--- src/asdl_pkg.sv ---
// Purpose: constants and types for the audio serial dma link control block
// Assumes: 32-bit apb register bus, byte addresses as printed
// Notes: field positions not printed are chosen here
package asdl_pkg;
	localparam logic [7:0] TX_CUR_DSCR_OFS = 8'h54;
	localparam logic [7:0] TX_NEXT_DSCR_OFS = 8'h58;
	localparam logic [7:0] TX_NEXT_BUF_OFS = 8'h5C;
	localparam logic [7:0] LINK_CONF_OFS = 8'h60;
	localparam logic [7:0] RX_STATUS_OFS = 8'h6C;
	localparam logic [7:0] TX_STATUS_OFS = 8'h70;
	localparam logic [7:0] HANG_CONF_OFS = 8'h74;
	localparam logic [7:0] COMPAND_CONF_OFS = 8'hA0;
	localparam logic [7:0] POWER_CONF_OFS = 8'hA4;
	localparam logic [7:0] SECONDARY_CONF_OFS = 8'hA8;
	// link configuration bits
	localparam int LC_RX_RST = 0;
	localparam int LC_TX_RST = 1;
	localparam int LC_CMDQ_RST = 2;
	localparam int LC_BM_RST = 3;
	localparam int LC_RX_LOOP = 4;
	localparam int LC_TX_LOOP = 5;
	localparam int LC_AUTO_WB = 6;
	localparam int LC_EOF_MODE = 7;
	localparam int LC_TX_DSCR_BURST = 8;
	localparam int LC_RX_DSCR_BURST = 9;
	localparam int LC_TX_DATA_BURST = 10;
	localparam int LC_OWNER_CHECK = 11;
	localparam int LC_WIDTH = 12;
	// hang configuration fields
	localparam int HC_LIMIT_LSB = 0;
	localparam int HC_LIMIT_W = 8;
	localparam int HC_SHIFT_LSB = 8;
	localparam int HC_SHIFT_W = 3;
	localparam int HC_EN = 11;
	localparam logic [31:0] HANG_CONF_RESET = 32'h00000810;
	// companding and stop bits
	localparam int CP_TX_SEL = 0;
	localparam int CP_TX_BYPASS = 1;
	localparam int CP_RX_SEL = 2;
	localparam int CP_RX_BYPASS = 3;
	localparam int CP_TX_STOP = 4;
	localparam logic [31:0] COMPAND_CONF_RESET = 32'h0000000A;
	// power bits
	localparam int PW_FORCE_PD = 0;
	localparam int PW_FORCE_PU = 1;
	localparam logic [31:0] POWER_CONF_RESET = 32'h00000002;
	localparam logic [31:0] SECONDARY_CONF_RESET = 32'h00000020;
	localparam logic [31:0] LINK_CONF_RESET = 32'h00000780;
	localparam logic [16:0] HANG_TICK_BASE = 17'h157C0; // 88000
	localparam logic [31:0] SLAVE_ERROR_DATA = 32'h00000000;

	typedef enum logic [1:0] {
		ASDL_MODE_BYPASS,
		ASDL_MODE_DECOMPRESS,
		ASDL_MODE_COMPRESS
	} asdl_compand_t;

	typedef struct packed {
		logic owner_check;
		logic tx_data_burst;
		logic rx_descriptor_burst_en;
		logic tx_descriptor_burst_en;
		logic eof_after_pop;
		logic tx_auto_writeback_en;
		logic tx_loop_test;
		logic rx_loop_test;
		logic bus_master_reset;
		logic bus_master_cmd_queue_reset;
		logic tx_dma_reset;
		logic rx_dma_reset;
	} asdl_dma_ctrl_t;

	typedef struct packed {
		asdl_compand_t tx_mode;
		asdl_compand_t rx_mode;
		logic tx_stop_en;
		logic fifo_force_power_up;
		logic fifo_force_power_down;
	} asdl_path_ctrl_t;

	typedef struct packed {
		logic [31:0] tx_cur_dscr;
		logic [31:0] tx_next_dscr;
		logic [31:0] tx_next_buf;
		logic [31:0] rx_status;
		logic [31:0] tx_status;
	} asdl_dma_stat_t;
endpackage : asdl_pkg
--- src/asdl_link_ctrl.sv ---
// Purpose: register file, hang timer and control fan-out for the serial audio dma link
// Assumes: one 50 MHz clock, apb slave with zero wait states, sync active-low reset
// Notes: dma engine status arrives from the same clock domain
//
// Chosen here: the APB interface to the registers.
module asdl_link_ctrl import asdl_pkg::*; (
	input wire logic clk, // 50 MHz system clock
	input wire logic rstn, // synchronous reset, active low
	input wire logic psel, // apb select
	input wire logic penable, // apb enable
	input wire logic pwrite, // apb direction
	input wire logic [7:0] paddr, // apb byte address
	input wire logic [31:0] pwdata, // apb write data
	output logic [31:0] prdata, // apb read data
	output logic pready, // apb ready
	output logic pslverr, // apb error on unmapped address
	input wire asdl_dma_stat_t dma_stat, // engine addresses and status words
	input wire logic tx_fifo_empty, // tx fifo holds no data
	input wire logic tx_fifo_progress, // tx fifo moved a word this cycle
	input wire logic rx_fifo_progress, // rx fifo moved a word this cycle
	input wire logic tx_active, // tx direction has work pending
	input wire logic rx_active, // rx direction has work pending
	output asdl_dma_ctrl_t dma_ctrl, // dma engine configuration
	output asdl_path_ctrl_t path_ctrl, // companding, stop and power controls
	output logic serial_clk_en, // bit clock and word select may run
	output logic tx_hang_pulse, // tx data timeout event, one cycle
	output logic rx_hang_pulse // rx data timeout event, one cycle
);
	logic [31:0] link_conf_reg;
	logic [31:0] hang_conf_reg;
	logic [31:0] compand_conf_reg;
	logic [31:0] power_conf_reg;
	logic [31:0] secondary_conf_reg;
	logic [16:0] tick_cnt_reg;
	logic [7:0] tx_hang_cnt_reg;
	logic [7:0] rx_hang_cnt_reg;
	logic [16:0] tick_limit;
	logic tick;
	logic hang_en;
	logic [7:0] hang_limit;
	logic wr_en;
	logic rd_en;
	logic addr_ok;
	logic [31:0] rd_next;

	assign wr_en = psel & penable & pwrite;
	assign rd_en = psel & ~penable & ~pwrite;

	always_comb begin
		addr_ok = 1'b1;
		rd_next = SLAVE_ERROR_DATA;
		case (paddr)
			TX_CUR_DSCR_OFS: rd_next = dma_stat.tx_cur_dscr;
			TX_NEXT_DSCR_OFS: rd_next = dma_stat.tx_next_dscr;
			TX_NEXT_BUF_OFS: rd_next = dma_stat.tx_next_buf;
			LINK_CONF_OFS: rd_next = link_conf_reg;
			RX_STATUS_OFS: rd_next = dma_stat.rx_status;
			TX_STATUS_OFS: rd_next = dma_stat.tx_status;
			HANG_CONF_OFS: rd_next = hang_conf_reg;
			COMPAND_CONF_OFS: rd_next = compand_conf_reg;
			POWER_CONF_OFS: rd_next = power_conf_reg;
			SECONDARY_CONF_OFS: rd_next = secondary_conf_reg;
			default: addr_ok = 1'b0;
		endcase
	end

	// read data is captured in setup so the access phase completes at once
	always_ff @(posedge clk) begin
		if (!rstn) begin
			prdata <= 32'h00000000;
			pready <= 1'b0;
			pslverr <= 1'b0;
		end else begin
			if (rd_en) begin
				prdata <= rd_next;
			end
			pready <= psel & ~penable;
			pslverr <= psel & ~penable & ~addr_ok;
		end
	end

	always_ff @(posedge clk) begin
		if (!rstn) begin
			link_conf_reg <= LINK_CONF_RESET;
			hang_conf_reg <= HANG_CONF_RESET;
			compand_conf_reg <= COMPAND_CONF_RESET;
			power_conf_reg <= POWER_CONF_RESET;
			secondary_conf_reg <= SECONDARY_CONF_RESET;
		end else if (wr_en) begin
			case (paddr)
				LINK_CONF_OFS: link_conf_reg <= {20'h00000, pwdata[LC_WIDTH-1:0]};
				HANG_CONF_OFS: hang_conf_reg <= {20'h00000, pwdata[HC_EN:0]};
				COMPAND_CONF_OFS: compand_conf_reg <= {27'h0000000, pwdata[CP_TX_STOP:0]};
				POWER_CONF_OFS: power_conf_reg <= {30'h00000000, pwdata[PW_FORCE_PU:0]};
				SECONDARY_CONF_OFS: secondary_conf_reg <= {24'h000000, pwdata[7:0]};
				default: ;
			endcase
		end
	end

	function automatic asdl_compand_t compand_mode(input logic bypass, input logic sel);
		if (bypass) begin
			compand_mode = ASDL_MODE_BYPASS;
		end else if (sel) begin
			compand_mode = ASDL_MODE_COMPRESS;
		end else begin
			compand_mode = ASDL_MODE_DECOMPRESS;
		end
	endfunction : compand_mode

	// resets are levels: the engine stays held until software writes 0
	always_ff @(posedge clk) begin
		if (!rstn) begin
			dma_ctrl <= '0;
			path_ctrl <= '{ASDL_MODE_BYPASS, ASDL_MODE_BYPASS, 1'b0, 1'b0, 1'b0};
		end else begin
			dma_ctrl.owner_check <= link_conf_reg[LC_OWNER_CHECK];
			dma_ctrl.tx_data_burst <= link_conf_reg[LC_TX_DATA_BURST];
			dma_ctrl.rx_descriptor_burst_en <= link_conf_reg[LC_RX_DSCR_BURST];
			dma_ctrl.tx_descriptor_burst_en <= link_conf_reg[LC_TX_DSCR_BURST];
			dma_ctrl.eof_after_pop <= link_conf_reg[LC_EOF_MODE];
			dma_ctrl.tx_auto_writeback_en <= link_conf_reg[LC_AUTO_WB];
			dma_ctrl.tx_loop_test <= link_conf_reg[LC_TX_LOOP];
			dma_ctrl.rx_loop_test <= link_conf_reg[LC_RX_LOOP];
			dma_ctrl.bus_master_reset <= link_conf_reg[LC_BM_RST];
			dma_ctrl.bus_master_cmd_queue_reset <= link_conf_reg[LC_CMDQ_RST];
			dma_ctrl.tx_dma_reset <= link_conf_reg[LC_TX_RST];
			dma_ctrl.rx_dma_reset <= link_conf_reg[LC_RX_RST];
			path_ctrl.rx_mode <= compand_mode(compand_conf_reg[CP_RX_BYPASS],
				compand_conf_reg[CP_RX_SEL]);
			path_ctrl.tx_mode <= compand_mode(compand_conf_reg[CP_TX_BYPASS],
				compand_conf_reg[CP_TX_SEL]);
			path_ctrl.tx_stop_en <= compand_conf_reg[CP_TX_STOP];
			path_ctrl.fifo_force_power_up <= power_conf_reg[PW_FORCE_PU];
			path_ctrl.fifo_force_power_down <= power_conf_reg[PW_FORCE_PD];
		end
	end

	// clocks stop only once the fifo is empty, so a partial word is never cut
	always_ff @(posedge clk) begin
		if (!rstn) begin
			serial_clk_en <= 1'b1;
		end else begin
			serial_clk_en <= ~(compand_conf_reg[CP_TX_STOP] & tx_fifo_empty);
		end
	end

	assign hang_en = hang_conf_reg[HC_EN];
	assign hang_limit = hang_conf_reg[HC_LIMIT_LSB +: HC_LIMIT_W];
	assign tick_limit = HANG_TICK_BASE >> hang_conf_reg[HC_SHIFT_LSB +: HC_SHIFT_W];
	assign tick = hang_en && (tick_cnt_reg >= tick_limit);

	always_ff @(posedge clk) begin
		if (!rstn) begin
			tick_cnt_reg <= 17'h00000;
		end else if (!hang_en) begin
			tick_cnt_reg <= 17'h00000;
		end else if (tick) begin
			tick_cnt_reg <= 17'h00000;
		end else begin
			tick_cnt_reg <= tick_cnt_reg + 17'h00001;
		end
	end

	// a hang counter advances per tick while work is pending and nothing moves
	always_ff @(posedge clk) begin
		if (!rstn) begin
			tx_hang_cnt_reg <= 8'h00;
			rx_hang_cnt_reg <= 8'h00;
			tx_hang_pulse <= 1'b0;
			rx_hang_pulse <= 1'b0;
		end else begin
			tx_hang_pulse <= 1'b0;
			rx_hang_pulse <= 1'b0;
			if (!hang_en || tx_fifo_progress || !tx_active) begin
				tx_hang_cnt_reg <= 8'h00;
			end else if (tick) begin
				if (tx_hang_cnt_reg + 8'h01 == hang_limit) begin
					tx_hang_pulse <= 1'b1;
					tx_hang_cnt_reg <= 8'h00;
				end else begin
					tx_hang_cnt_reg <= tx_hang_cnt_reg + 8'h01;
				end
			end
			if (!hang_en || rx_fifo_progress || !rx_active) begin
				rx_hang_cnt_reg <= 8'h00;
			end else if (tick) begin
				if (rx_hang_cnt_reg + 8'h01 == hang_limit) begin
					rx_hang_pulse <= 1'b1;
					rx_hang_cnt_reg <= 8'h00;
				end else begin
					rx_hang_cnt_reg <= rx_hang_cnt_reg + 8'h01;
				end
			end
		end
	end
endmodule : asdl_link_ctrl

--- config.mk ---
export PLATFORM = sky130hd
export DESIGN_NAME = asdl_link_ctrl
export DESIGN_NICKNAME = d
export VERILOG_FILES = /design/src/asdl_pkg.sv /design/src/asdl_link_ctrl.sv
export SDC_FILE = /design/constraint.sdc
export NUM_CORES = 1
export LEC_CHECK = 0
export ABC_AREA = 1
export BUFFER_PORTS_ARGS = -buffer_cell sky130_fd_sc_hd__buf_2
export CELL_PAD_IN_SITES_DETAIL_PLACEMENT = 1
export CELL_PAD_IN_SITES_GLOBAL_PLACEMENT = 1
export CORE_MARGIN = 1.5
export CORE_UTILIZATION = 37
export CTS_CLUSTER_DIAMETER = 50
export DETAILED_ROUTE_END_ITERATION = 16
export GPL_TIMING_DRIVEN = 0
export HOLD_SLACK_MARGIN = 0.1
export PLACE_DENSITY = 0.87
export SETUP_SLACK_MARGIN = 0.2
export SLEW_MARGIN = 15
export SYNTH_ARGS = -nofsm -noshare
export SYNTH_HDL_FRONTEND = slang
export SYNTH_SLANG_ARGS = --single-unit
--- constraint.sdc ---
create_clock -name clk -period 4.09 [get_ports clk]
set_clock_uncertainty 0.05 [all_clocks]
set_input_delay 0.818 -clock clk [delete_from_list [all_inputs] [get_ports clk]]
set_output_delay 0.818 -clock clk [all_outputs]
set_load 0.05 [all_outputs]
==> impl_metrics.toml <==
[timing]
period_share = 0.661
fin_setup_tns_ns = 0
clock.fmax_mhz = 370
tightest_slew_ns = 0.588
hold_viol = 0
rsz0062_at_grt = "no"
period_minus_slack_ns = 2.70
max-slew-margin-rel = 0.608
finalSetupViolCount = 0
slew_violations = 0

[power_and_ir_drop]
leakagePower_nw = 4.66
powerDensity_nw_per_um2 = 310
ir_drop_v = 0.000208

[synthesis]
ys_seq_area_frac = 0.347
synth.top_cell.area_share = 0.347
ys_seq_elements = 128
synth_nets = 1379
synth_top_area_cell = "dfxtp_1"
ys_warn_count = 0
syn_area_per_cell_um2 = 6.43
netlist_top_cells_area = "dfxtp_1, nand2_1, nand3_1"
synthCells = 1149
yosysUniqueCellTypes = 38
syn_area_um2 = 7390

[floorplanning]
die_height_um = 144
dieArea_um2 = 20800
initial_core_util = 0.378
rows = 51
core-area_um2 = 19500
ios = 266
die_w_um = 144

[cells_and_area]
regArea_um2 = 2560
largest_register_ffs = 32
multi_input_area_um2 = 4080
area_growth_pct = 28.5
mostFrequentLayoutCell = "nand2_1"
final_layout_size_suffix_gt1_frac = 0.244
num-nets-final = 1642
stdcell_count = 1690
nFillCells = 2746
layout_common_cells = "nand2_1, buf_2, nand3_1"

[flow_run]
max_cap_viol_count = 0

[setup_path]
reg2reg_setup_slack_ns = 1.39
reg2reg_from = "hang_conf_reg[8]"
startpoint = "hang_conf_reg[8]"
path_class = "flop to flop"
cp-end-kind = "flop"
worstSetupStartpointType = "flop"
cp_data_required_time_ns = 4.38
critPathMaxFanout = 10
arrival_ns = 2.99
reg2reg_depth = 14

[global_route]
grt_pass1_wl_mm = 46.7
grt_use_total = 0.297
grt_overflow = 0
grt_pass1_vias = 8888
grt_start_max_net_pins = 17
antenna_found_initial = 0

[clocking]
cts_buffers = 17
insertion_delay_ns = 0.43
path_clk_slew_ns = 0.06
tritoncts = "done"
hold_buffers = 0
cts-resized-gates = 0
cts_buffer_depth = 2
postCtsSetupRepairBufs = 0
clock-root-buffer = "clkbuf_16"
cts.sinks = 128
cts.htree.levels = 4

[routing]
finalWirelength_mm = 30.8
ant_nets = 0
num_vias = 8853
viasPerCell = 5.24
dr.pass1.iters = 7
dr.first_iter.drc_count = 561
drc = 0
routedWlPerCell_um = 18.3

[outcome]
status = "finished clean"

[place]
io_buffers = 244
gp_congestion = 0.911
dp_hpwl_mm = 24.2
place_inst = 1658

[worst_hold_path]
hold_path_class = "flop to flop"
holdPathStages = 2
min_from = "link_conf_reg[10]"
==> cell families (layout without fill, tap and decap cells) <==
family,after synthesis,count (layout),synth area share
xor gates and xnor gates,7,7,0.00830
DFF,128,128,0.347
adders and majority gates,20,20,0.0339
buffers and inverters,172,447,0.101
and+or+nand+nor,641,641,0.381
other,0,1,0
AOI/OAI and AO/OA,181,181,0.129
==> metrics by stage <==
stage	total power [mW]	hold slack [ns]	util	setup slack [ns]	instance area, µm²
3_3_place_gp	1.51	0.365	0.458	1.48	8940
6_report	2.94	0.386	0.486	1.39	9500
5_1_grt	3.03	0.398	0.486	1.09	9500
3_5_place_dp	1.51	0.371	0.458	1.43	8940
4_1_cts	2.95	0.382	0.486	1.38	9500
2_1_floorplan	1.37	0.351	-	1.96	7390
==> power breakdown <==
group / leakage (nW) / internal, mW / switching, mW
registers: 1.03 / 1.25 / 0.00380
logic: 3.36 / 0.0910 / 0.137
clock network: 0.266 / 0.850 / 0.605
total: 4.66 / 2.19 / 0.745
==> synth_stat cells <==
| cell | number |
|---|---|
| o21a_1 | 1 |
| buf_4 | 7 |
| or2_2 | 2 |
| buf_1 | 1 |
| clkbuf_1 | 17 |
| nand2_1 | 340 |
| nor2_1 | 85 |
| inv_2 | 8 |
| a21oi_1 | 90 |
| ha_1 | 20 |
| o211ai_1 | 4 |
| xnor2_1 | 5 |
| nand2_4 | 2 |
| buf_6 | 7 |
| nand3_2 | 2 |
| o21bai_1 | 4 |
| nand3b_1 | 6 |
| o22ai_1 | 7 |
| nand2_2 | 7 |
| o21ai_0 | 58 |
| a31oi_1 | 1 |
| and3_1 | 2 |
| and2_4 | 1 |
| xor2_1 | 2 |
| a21oi_4 | 1 |
| nor3b_1 | 3 |
| nor3_2 | 3 |
| nor3_1 | 15 |
| dfxtp_1 | 128 |
| o21bai_2 | 1 |
| nor2_4 | 7 |
| clkinv_1 | 1 |
| o21ai_1 | 14 |
| nand4_1 | 4 |
| buf_2 | 18 |
| nor2_2 | 8 |
| inv_1 | 113 |
| nand3_1 | 154 |
==> critical path, stage by stage (launching register included) <==
cell and delay, ns:
dfxtp_1 0.30, clkbuf_1 0.33, inv_1 0.24, o21ai_0 0.27, ha_1 0.32, a21oi_1 0.15, nand2_1 0.07, nand2_1 0.05
nand2_1 0.05, nand2_1 0.17, nand2_4 0.10, nand2_4 0.13, buf_6 0.17, nand2_1 0.06, a21oi_1 0.15
==> area by class of cell <==
cell class / instances / area share
multi-input cells: 849 / 0.430
repair buffers: 244 / 0.129
diodes: 1 / 0.000263
clock buffers: 19 / 0.0466
clock inverters: 12 / 0.0117
plain buffers: 50 / 0.0304
flip-flops and latches: 128 / 0.270
inverters: 122 / 0.0482
well taps: 265 / 0.0349
==> path summary, 6_finish.rpt <==
| kind | end |
|---|---|
| max reg2reg | tx_hang_cnt_reg[0] |
| min reg2reg | dma_ctrl[10] |
| min | dma_ctrl[10] |
| max | tx_hang_cnt_reg[0] |
==> per-layer routing <==
| metal | vias to the layer above | global-route usage | wire length (µm) | part of all wire |
|---|---|---|---|---|
| li1 | 4246 | - | - | - |
| met1 | 4205 | 0.345 | 12500 | 0.40 |
| met2 | 330 | 0.518 | 15400 | 0.50 |
| met3 | 72 | 0.0586 | 1770 | 0.057 |
| met4 | 0 | 0.147 | 1270 | 0.041 |
| met5 | - | 0 | 0 | 0 |
Power figures use the tool's default switching activity.
